**config.mk**
```make
export PLATFORM = sky130hd
export DESIGN_NAME = wwss_top
export DESIGN_NICKNAME = d
export VERILOG_FILES = /design/src/wwss_top.v /design/src/wwss_pulse_timer.v
export VERILOG_INCLUDE_DIRS = /design/src
export SDC_FILE = /design/constraint.sdc
export NUM_CORES = 1
export LEC_CHECK = 0
export BUFFER_PORTS_ARGS = -buffer_cell sky130_fd_sc_hd__buf_2
export CAP_MARGIN = 10
export CORE_MARGIN = 3
export CORE_UTILIZATION = 65
export CTS_BUF_LIST = sky130_fd_sc_hd__clkbuf_16
export CTS_CLUSTER_SIZE = 40
export DETAILED_ROUTE_END_ITERATION = 7
export PLACE_DENSITY = 0.82
export REMOVE_ABC_BUFFERS = 1
export SYNTH_ARGS = -nofsm -noshare
export SYNTH_HDL_FRONTEND = slang
export SYNTH_HIERARCHICAL = 1
export SYNTH_SLANG_ARGS = --single-unit
```
**constraint.sdc**
```tcl
create_clock -name ref_clk_in -period 15.86 [get_ports ref_clk_in]
set_clock_uncertainty 0.15 [all_clocks]
set_input_delay 3.172 -clock ref_clk_in [delete_from_list [all_inputs] [get_ports ref_clk_in]]
set_output_delay 3.172 -clock ref_clk_in [all_outputs]
set_load 0.05 [all_outputs]
```
**src/wwss_defs.vh**
```
// Timing constants and gap selector settings for the window watchdog supply supervisor.
`ifndef WWSS_DEFS_VH
`define WWSS_DEFS_VH
`define WWSS_CLK_MHZ        200
`define WWSS_CYC_PER_US     (`WWSS_CLK_MHZ)
`define WWSS_CYC_PER_MS     (`WWSS_CLK_MHZ * 1000)
`define WWSS_OV_DLY_US      5
`define WWSS_OV_DLY_CYC     (`WWSS_OV_DLY_US * `WWSS_CYC_PER_US)
`define WWSS_CLR_WIDTH_NS   400
`define WWSS_CLR_WIDTH_CYC  ((`WWSS_CLR_WIDTH_NS * `WWSS_CLK_MHZ + 999) / 1000)
`define WWSS_CLR_RST_US     5
`define WWSS_CLR_RST_CYC    (`WWSS_CLR_RST_US * `WWSS_CYC_PER_US)
`define WWSS_FAST_PULSE_MS  50
`define WWSS_SLOW_PULSE_MS  100
`define WWSS_HOLD_MS        1
`define WWSS_GAP_SEL        4'h0
`define WWSS_GAP_RATIO      10
`define WWSS_GAP_SEL_MAX    4'hc
`endif

```
**src/wwss_top.v**
```verilog
// Window watchdog and supply supervisor top level.
`timescale 1ns/10ps
`include "wwss_defs.vh"
module wwss_top #(
  parameter        CW           = 34,
  parameter [3:0]  GAP_SEL      = `WWSS_GAP_SEL,
  parameter [33:0] CYC_PER_MS   = `WWSS_CYC_PER_MS,
  parameter [33:0] HOLD_CYC     = `WWSS_HOLD_MS * `WWSS_CYC_PER_MS,
  parameter [33:0] FAST_PLS_CYC = `WWSS_FAST_PULSE_MS * `WWSS_CYC_PER_MS,
  parameter [33:0] SLOW_PLS_CYC = `WWSS_SLOW_PULSE_MS * `WWSS_CYC_PER_MS
) (
  input  wire ref_clk_in,
  input  wire rst_n_in,
  input  wire under_rail_in,
  input  wire over_rail_in,
  input  wire activity_strobe_in,
  input  wire fault_clear_n_in,
  output reg  supply_reset_n_out,
  output wire activity_fault_out_n_out,
  output reg  high_rail_fault_latch_n_out
);
  // --------------------------------------------------------------------------
  // Derived timing limits
  // --------------------------------------------------------------------------
  // All limits are counted in clock cycles so that one counter width serves
  // every timer. The counters saturate, so a stuck input can never wrap a
  // timer back into a range that looks legal.
  localparam [33:0] OV_DLY_CYC  = `WWSS_OV_DLY_CYC;
  localparam [33:0] CLR_W_CYC   = `WWSS_CLR_WIDTH_CYC;
  localparam [33:0] CLR_RST_CYC = `WWSS_CLR_RST_CYC;
  // Selector clipped to the largest option, so the minimum stays within range.
  localparam [3:0]  SEL = (GAP_SEL > `WWSS_GAP_SEL_MAX) ? `WWSS_GAP_SEL_MAX : GAP_SEL;
  localparam [33:0] MIN_GAP_CYC = CYC_PER_MS << SEL;
  localparam [33:0] MAX_GAP_CYC = MIN_GAP_CYC * `WWSS_GAP_RATIO;
  // The gap counter reads one less than the real spacing when the next edge
  // is taken, so the early limit is lowered by one to match.
  localparam [33:0] FAST_LIM_CYC = MIN_GAP_CYC - 34'h1;

  // --------------------------------------------------------------------------
  // Shared arithmetic
  // --------------------------------------------------------------------------
  // Saturating increment shared by every timer in this file.
  function [CW-1:0] wwss_inc;
    input [CW-1:0] v;
    begin
      wwss_inc = (&v) ? v : v + {{(CW-1){1'b0}}, 1'b1};
    end
  endfunction

  // --------------------------------------------------------------------------
  // Reset release and input synchronisers
  // --------------------------------------------------------------------------
  reg       rst_s1, rst_s2;
  reg [1:0] uv_sy, ov_sy, wdi_sy, clr_sy;
  reg       wdi_d;

  // Reset enters asynchronously but is released through two flops.
  // Every other process resets from rst_s2, so all of them leave reset on
  // the same edge and no counter starts a cycle ahead of its neighbours.
  always @(posedge ref_clk_in or negedge rst_n_in) begin
    if (!rst_n_in) begin
      rst_s1 <= 1'b0;
      rst_s2 <= 1'b0;
    end else begin
      rst_s1 <= 1'b1;
      rst_s2 <= rst_s1;
    end
  end

  // Pins are asynchronous; only the second stage is read by logic.
  // The strobe and clear stages reset to their idle high level, so the
  // release of reset cannot look like a falling edge or a clear request.
  // The cost is two cycles of latency on every pin, which is far below
  // any of the timing limits this block enforces.
  always @(posedge ref_clk_in or negedge rst_s2) begin
    if (!rst_s2) begin
      uv_sy  <= 2'h0;
      ov_sy  <= 2'h0;
      wdi_sy <= 2'h3;
      clr_sy <= 2'h3;
      wdi_d  <= 1'b1;
    end else begin
      uv_sy  <= {uv_sy[0], under_rail_in};
      ov_sy  <= {ov_sy[0], over_rail_in};
      wdi_sy <= {wdi_sy[0], activity_strobe_in};
      clr_sy <= {clr_sy[0], fault_clear_n_in};
      wdi_d  <= wdi_sy[1];
    end
  end

  // Synchronised levels and the strobe falling edge used by the logic below.
  wire uv      = uv_sy[1];
  wire ov      = ov_sy[1];
  wire clr_low = ~clr_sy[1];
  wire wdi_fall = wdi_d & ~wdi_sy[1];

  // --------------------------------------------------------------------------
  // Over-voltage fault latch and clear input
  // --------------------------------------------------------------------------
  reg [CW-1:0] ov_cnt, clr_cnt;
  reg          clr_rst_req;
  wire         ov_seen = (ov_cnt >= OV_DLY_CYC[CW-1:0]);

  // The delay also filters short over-voltage glitches; a clear is only
  // counted while no over-voltage is present, so it cannot race the set.
  // If the set and a completed clear meet in one cycle, the set wins.
  // A long clear also requests a supply reset, as a way for software to
  // force a full restart of the supervised processor.
  always @(posedge ref_clk_in or negedge rst_s2) begin
    if (!rst_s2) begin
      ov_cnt                      <= {CW{1'b0}};
      clr_cnt                     <= {CW{1'b0}};
      clr_rst_req                 <= 1'b0;
      high_rail_fault_latch_n_out <= 1'b1;
    end else begin
      ov_cnt <= ov ? wwss_inc(ov_cnt) : {CW{1'b0}};
      if (ov || !clr_low)
        clr_cnt <= {CW{1'b0}};
      else
        clr_cnt <= wwss_inc(clr_cnt);
      if (ov_seen)
        high_rail_fault_latch_n_out <= 1'b0;
      else if (clr_cnt >= CLR_W_CYC[CW-1:0])
        high_rail_fault_latch_n_out <= 1'b1;
      clr_rst_req <= !ov && (clr_cnt >= CLR_RST_CYC[CW-1:0]);
    end
  end

  // --------------------------------------------------------------------------
  // Supply reset with hold time
  // --------------------------------------------------------------------------
  reg [CW-1:0] hold_cnt;
  reg          rst_rise;
  wire         out_of_window = uv | ov | clr_rst_req;

  // Any excursion during the hold restarts it from zero.
  // rst_rise marks the cycle in which reset is released; the watchdog
  // uses it to forget any reference edge taken while reset was low.
  // The hold counter stops at its limit rather than wrapping.
  always @(posedge ref_clk_in or negedge rst_s2) begin
    if (!rst_s2) begin
      hold_cnt           <= {CW{1'b0}};
      supply_reset_n_out <= 1'b0;
      rst_rise           <= 1'b0;
    end else begin
      rst_rise <= 1'b0;
      if (out_of_window) begin
        hold_cnt           <= {CW{1'b0}};
        supply_reset_n_out <= 1'b0;
      end else if (!supply_reset_n_out) begin
        if (hold_cnt >= HOLD_CYC[CW-1:0] - {{(CW-1){1'b0}}, 1'b1}) begin
          supply_reset_n_out <= 1'b1;
          rst_rise           <= 1'b1;
        end else begin
          hold_cnt <= wwss_inc(hold_cnt);
        end
      end
    end
  end

  // --------------------------------------------------------------------------
  // Window watchdog
  // --------------------------------------------------------------------------
  reg [CW-1:0] gap_cnt;
  reg          have_ref;
  reg          fast_hit, slow_hit;
  wire         slow_now = have_ref && (gap_cnt >= MAX_GAP_CYC[CW-1:0]);

  // The late fault fires as soon as the maximum gap is passed rather than
  // waiting for an edge that may never come; the reference is then dropped.
  // After any fault the next edge only becomes a new reference, so one bad
  // edge gives one pulse and not a chain of them.
  // A limitation: edges closer than the synchroniser can resolve are lost,
  // which only matters for strobes far shorter than the minimum gap.
  always @(posedge ref_clk_in or negedge rst_s2) begin
    if (!rst_s2) begin
      gap_cnt  <= {CW{1'b0}};
      have_ref <= 1'b0;
      fast_hit <= 1'b0;
      slow_hit <= 1'b0;
    end else begin
      fast_hit <= 1'b0;
      slow_hit <= 1'b0;
      if (rst_rise) begin
        gap_cnt  <= {CW{1'b0}};
        have_ref <= 1'b0;
      end else if (wdi_fall) begin
        gap_cnt <= {CW{1'b0}};
        if (have_ref && (gap_cnt < FAST_LIM_CYC[CW-1:0])) begin
          fast_hit <= 1'b1;
          have_ref <= 1'b0;
        end else if (slow_now) begin
          slow_hit <= 1'b1;
          have_ref <= 1'b0;
        end else begin
          have_ref <= 1'b1;
        end
      end else if (slow_now) begin
        slow_hit <= 1'b1;
        have_ref <= 1'b0;
      end else begin
        gap_cnt <= wwss_inc(gap_cnt);
      end
    end
  end

  // --------------------------------------------------------------------------
  // Fault pulse output
  // --------------------------------------------------------------------------
  // Output flop lives in the timer, so the pin still comes from a register.
  // The early pulse is the shorter one; a fault arriving during a pulse
  // restarts it with the new length.
  wwss_pulse_timer #(
    .WIDTH (CW)
  ) u_fault_pulse (
    .clk_in      (ref_clk_in),
    .rst_n_in    (rst_s2),
    .start_in    (fast_hit | slow_hit),
    .length_in   (fast_hit ? FAST_PLS_CYC[CW-1:0] : SLOW_PLS_CYC[CW-1:0]),
    .pulse_n_out (activity_fault_out_n_out)
  );
endmodule

```
**src/wwss_pulse_timer.v**
```verilog
// Down-counting pulse timer that drives one active-low output.
`timescale 1ns/10ps
module wwss_pulse_timer #(
  parameter WIDTH = 32
) (
  input  wire             clk_in,
  input  wire             rst_n_in,
  input  wire             start_in,
  input  wire [WIDTH-1:0] length_in,
  output reg              pulse_n_out
);
  reg [WIDTH-1:0] remain;

  // --------------------------------------------------------------------------
  // Pulse generation
  // --------------------------------------------------------------------------
  // A new start restarts the count, so back-to-back faults stretch the pulse.
  always @(posedge clk_in or negedge rst_n_in) begin
    if (!rst_n_in) begin
      remain      <= {WIDTH{1'b0}};
      pulse_n_out <= 1'b1;
    end else if (start_in) begin
      remain      <= length_in;
      pulse_n_out <= 1'b0;
    end else if (remain > {{(WIDTH-1){1'b0}}, 1'b1}) begin
      remain      <= remain - {{(WIDTH-1){1'b0}}, 1'b1};
    end else begin
      remain      <= {WIDTH{1'b0}};
      pulse_n_out <= 1'b1;
    end
  end
endmodule

```
==> summary.md, run 1 <==
| Metric | Value |
|---|---|
| Fillers | `1023` |
| Largest net degree at the start of global routing | `78` |
| Total CTS buffers | `17` |
| # DRC | `0` |
| Slew @ Worst Pin | `1050 ps` |
| Layout cells sized above 1 | `6.93%` |
| Ranking of synthesized cells by area | `dfrtp_1 47%, xor2_1 7.0%, nor2_1 5.7%, xnor2_1 4.6%, nand3_1 3.5%` |
| Cts hold-fix bufs | `0` |
| Total gr overflow | `0` |
| Core box area | `0.0142 mm^2` |
| Clk slew on worst S/H paths | `70 ps` |
| Register bit total from synthesis | `189` |
| Initial drt markers | `634` |
| Core Rows | `43` |
| Initial antenna violation count | `0` |
| Worst Path Required | `12540 ps` |
| Synth Flop Type | `dfrtp_1` |
| Clock sinks | `189` |
| Max Fclk | `221 MHz` |
| Overall Global Routing Usage | `24.5%` |
| Routability cong. | `0.850` |
| Slowest CP cell | `dfstp_2` |
| Avg Inst Size Synth | `9.56 um^2` |
| Crit Path Max Fanout | `2` |
| Largest area contributor in the netlist | `dfrtp_1` |
| Htree depth | `4` |
| Routed Antenna Nets | `0` |
| Metal2 WL | `9.32 mm` |
| Critical path class | `reg2out` |
| Power density cells | `114 mW/mm^2` |
| Synth top area share | `47.0%` |
| Max Buffers Root-to-Sink | `2` |
| Max cap viols | `0` |
| First-pass GRT wire length | `33.1 mm` |
| Width of the die | `128 um` |
| Slowest stage delay, CP | `530 ps` |
| Fin crit share | `28.5%` |
| Final Hold Viols | `0` |
| Synth Instances | `1013` |
| Ys async rst share | `100%` |
| Fin util | `74.1%` |
| Setup Buffers After CTS | `0` |
| Leak Pwr | `4.49 nW` |
| Die Span Y | `128 um` |
| Area of the multi-input gates | `0.00479 mm^2` |
| Met1 Wirelength | `8.78 mm` |
| Vias | `7458` |
| Commonest cells post-synth | `182 x dfrtp_1, 147 x nor2_1, 77 x xor2_1` |
| Root Buffer | `clkbuf_16` |
| Sequential Area | `0.00474 mm^2` |
| DRT Pass-1 Iters | `5` |
| Setup-failing EPs final | `0` |
| Drt via density | `6.12` |
| Peak supply drop | `0.0871 mV` |
| Layout area overhead | `8.58%` |
| TritonCTS clock tree | `done` |
| Number of buffers and inverters on the critical path | `1` |
| Port-buffer cells | `8` |
| Highest metal used | `met4` |
| CP top delay family | `flip-flops` |
| I/O Pins | `9` |
| Antenna cells | `0` |
| Register-to-register setup slack | `12350 ps` |
| EDFF count, synth | `0` |
| Worst min path class | `reg2reg` |
| Number of global-route vias before repair | `7073` |
| Starting density of the core | `68.2%` |
| CP Capture Type | `output pin` |
| DP HPWL | `12.4 mm` |
| Die ar. | `0.0164 mm^2` |
| Post-route insts no fill | `1219` |
| Unique masters post-synth | `64` |
| Status | `finished, final reports clean` |
| Metal3 WL | `828 um` |
| Count leader, synth | `dfrtp_1` |
| Fin. max-slew vios | `0` |
| Post-Syn Area | `0.00969 mm^2` |
| Placed Cells incl. Taps | `1187` |
| Slew headroom | `30.2%` |
| Startpoint types | `flip-flop` |
| Final nets | `1041` |
| Yosys warning count | `6` |
| CP cell instances | `buf_2` |
| Min Tclk post-route | `4530 ps` |
| Arr. time, crit path | `1200 ps` |
| RSZ-0062 raised after global routing | `false` |
| Routed WL | `19.2 mm` |
| Per-cell routed wire length | `15.8 um` |
| Clock Latency Late Sink | `430 ps` |
| Setup TNS | `0 ps` |
| Seq/Total Area, Yosys | `48.9%` |
| Resized Gates After CTS | `0` |
-- layer usage --
metal	vias up	GRT usage [%]
met5	-	0
met4	0	7.87
met3	27	4.79
met2	208	39.0
met1	3638	34.2
li1	3585	-
-- layout make-up --
class,instances,area share [%]
Sequential cell,189,45.1
Tap cell,180,2.14
Multi-Input combinational cell,787,45.5
Timing Repair Buffer,15,0.880
Inverter,16,0.571
Clock inverter,15,1.75
Clock buffer,17,4.04
-- stage by stage --
step / total power [mW] / hold WS [ps] / instance area [um^2] / worst slack, ps
finish: 1.20 / 202 / 10500 / 11330
global route: 1.25 / 208 / 10500 / 11290
CTS: 1.21 / 205 / 10500 / 11310
detailed placement: 0.765 / 190 / 9910 / 11780
global placement: 0.756 / 186 / 9910 / 11780
floorplan: 0.718 / 181 / 9590 / 10070
-- power breakdown --
part           leakage [nW]  total, mW  switching, mW  internal, mW
clock                 0.312      0.440          0.178         0.261
combinational          1.66      0.168         0.0913        0.0765
sequential             2.52      0.592         0.0590         0.533
total                  4.49       1.20          0.329         0.871
-- final timing paths --
kind / from / to / depth (start not counted)
min: uv_sy[0] / uv_sy[1] / 0
min in group asynchronous: rst_s2 / clr_cnt[25] / 0
max in group asynchronous: rst_n_in / rst_s2 / 1
min reg2reg: uv_sy[0] / uv_sy[1] / 0
max: u_fault_pulse/pulse_n_out / activity_fault_out_n_out / 1
max reg2reg: gap_cnt[24] / gap_cnt[29] / 7
-- cells by family after synthesis --
logic type,after synthesis,share of synthesized area (%)
other cells,2,0.0775
compound gates,94,7.03
fa+ha+maj,9,1.16
mux,1,0.103
flops,189,48.9
xor+xnor,128,11.6
buf+inv,58,2.47
simple gates,532,28.7
-- flip-flops by register name (all words and copies together) (netlist names), 34 cells and up --
register and cells:
clr_cnt 34, gap_cnt 34, hold_cnt 34, u_fault_pulse/remain 34, ov_cnt 34
-- cell usage in the layout, fill, tap and decap left out, types with 8 or more instances in the layout --
master	Yosys	layout
o211a_1	10	10
ha_1	9	9
o31ai_1	16	16
o21ai_1	11	11
nand3_1	67	67
o21ai_0	9	9
nand2_1	75	75
dfrtp_1	182	181
and4_1	15	15
nor2_1	147	147
nor4_1	32	32
nand4_1	46	46
a21oi_1	18	18
and2_1	23	23
inv_1	16	20
xor2_1	77	77
clkbuf_16	0	17
or4_1	13	13
xnor2_1	51	51
buf_2	8	8
nand2b_1	12	12
conb_1	2	23
nor3_1	33	33
and3_1	26	26
or3_1	14	14
Power figures use the tool's default switching activity.
==> run 2: changes to the inputs <==
- CORE_UTILIZATION: 65 -> 57
- PLACE_DENSITY: 0.82 -> 0.76
- clock period: 15.86 -> 4.1 ns (I/O delays scaled with it)
==> run 2 against run 1 <==
Compared with the run above: clock-buffer cell count did not move; critical path depth grew 6; worst setup slack worse by 11000 ps; combinational power rose to 3.9 times the previous value; register-to-register slack worse by 12000 ps; die area increased by 13%; critical endpoint is now gap_cnt[13].
==> summary.md, run 2 (same netlist as run 1, synthesis figures left out) <==
| Metric | Value |
|---|---|
| Slew @ Worst Pin | `1040 ps` |
| Fillers | `1388` |
| Leak Pwr | `4.48 nW` |
| Status | `finished, final reports clean` |
| Highest metal used | `met4` |
| Max cap viols | `0` |
| Port-buffer cells | `8` |
| Core Rows | `47` |
| Met1 Wirelength | `9.33 mm` |
| Antenna cells | `0` |
| Total CTS buffers | `17` |
| Core box area | `0.0166 mm^2` |
| Final Hold Viols | `0` |
| Commonest non-fill, non-tap cell in the layout | `dfrtp_1` |
| DRT Pass-1 Iters | `5` |
| Clock Latency Late Sink | `440 ps` |
| Setup Buffers After CTS | `0` |
| Resized Gates After CTS | `0` |
| DP HPWL | `12.3 mm` |
| Hold_ws | `203 ps` |
| Starting density of the core | `58.4%` |
| Worst Path Required | `4310 ps` |
| Total gr overflow | `0` |
| Max Fclk | `304 MHz` |
| Hold Path Sink | `uv_sy[1]` |
| Worst min path class | `reg2reg` |
| Slew headroom | `30.6%` |
| Startpoint types | `flip-flop` |
| Root Buffer | `clkbuf_16` |
| Width of the die | `136 um` |
| RSZ-0062 raised after global routing | `false` |
| Drt via density | `5.73` |
| I/O Pins | `9` |
| Initial antenna violation count | `0` |
| R2r worst-path depth | `7` |
| Die ar. | `0.0186 mm^2` |
| Most frequent cells in the layout | `181 x dfrtp_1, 147 x nor2_1, 77 x xor2_1` |
| PnR Total Power | `4.57 mW` |
| Metal2 WL | `8.77 mm` |
| Initial drt markers | `489` |
| Routed Antenna Nets | `0` |
| Setup TNS | `0 ps` |
| Per-cell routed wire length | `15.0 um` |
| Reg2reg start | `gap_cnt[24]` |
| Clk slew on worst S/H paths | `70 ps` |
| DP Worst Slack | `866 ps` |
| Final nets | `1044` |
| Routability cong. | `0.874` |
| Routed WL | `18.9 mm` |
| Setup-failing EPs final | `0` |
| Clock sinks | `189` |
| Vias | `7236` |
| Crit Path Max Fanout | `26` |
| First-pass GRT wire length | `33.6 mm` |
| CP Capture Type | `flip-flop` |
| Number of global-route vias before repair | `7088` |
| Htree depth | `4` |
| Hold Crit Depth | `0` |
| Fin. max-slew vios | `0` |
| Arr. time, crit path | `3500 ps` |
| Die Span Y | `136 um` |
| TritonCTS clock tree | `done` |
| Peak supply drop | `0.333 mV` |
| Power density cells | `432 mW/mm^2` |
| Overall Global Routing Usage | `22.0%` |
| Layout area overhead | `9.22%` |
| # DRC | `0` |
| Worst hold start | `uv_sy[0]` |
| Largest net degree at the start of global routing | `72` |
| Fin crit share | `80.3%` |
| Register-to-register setup slack | `810 ps` |
| Min Tclk post-route | `3290 ps` |
| Metal3 WL | `595 um` |
| Layout cells sized above 1 | `7.20%` |
| Final setup margin | `807 ps` |
| Critical path class | `reg2reg` |
| FF-to-FF End | `gap_cnt[13]` |
| Cts hold-fix bufs | `1` |
| Max Buffers Root-to-Sink | `2` |
run 2: changes by cell type in the layout (fill, tap and decap cells not counted), moves of 2 or more:
cell	before	now
inv_1	20	17
clkinv_2	3	0
inv_8	0	3
inv_6	0	2
clkinv_8	0	2
bufinv_16	4	1
clkinv_1	0	2
run 2: cell type report:
| type | instances | area [um^2] | area share, % |
|---|---|---|---|
| inverters | 16 | 60.1 | 0.568 |
| clock inverters | 15 | 159 | 1.50 |
| repair buffers | 18 | 130 | 1.23 |
| well taps | 220 | 275 | 2.60 |
| clock buffers | 17 | 425 | 4.02 |
| multi-input cells | 787 | 4790 | 45.3 |
| flip-flops and latches | 189 | 4740 | 44.8 |
run 2: metal layers:
layer	up-vias	track usage, %
li1	3584	-
met1	3506	31.8
met2	127	33.9
met3	19	4.11
met4	0	7.00
met5	-	0
run 2: report_power, final:
group / internal, mW / total (mW) / switching (mW)
Clock: 0.860 / 1.63 / 0.769
Combinational: 0.299 / 0.652 / 0.353
Sequential: 2.06 / 2.29 / 0.232
Total: 3.22 / 4.57 / 1.35
run 2: metrics by stage:
stage          cells  cell area, um^2  utilization (%)
6_report        1262            10600             63.8
5_1_grt         1262            10600             63.8
4_1_cts         1262            10600             63.8
3_5_place_dp    1229             9990             60.2
3_3_place_gp    1229             9990             60.2
2_1_floorplan    992             9590                -
run 2: worst max-delay path by stage:
stage / to / startpoint / cells past startpoint / slack [ps]
after global placement: gap_cnt[25] / gap_cnt[24] / 7 / 920
after CTS: gap_cnt[31] / gap_cnt[24] / 7 / 830
after floorplan: clr_cnt[0] / rst_s2 / 0 / -1690
after global routing: gap_cnt[25] / gap_cnt[23] / 7 / 510
final: gap_cnt[13] / gap_cnt[24] / 7 / 810
after detailed placement: gap_cnt[31] / gap_cnt[24] / 7 / 870
run 2: critical path, stage by stage (launching register included):
cell and delay [ps]:
dfrtp_1 420, or4_4 570, nor4_2 310, o31ai_1 180, o21ai_4 520, nand2_1 450
or3_1 470, a21oi_1 150
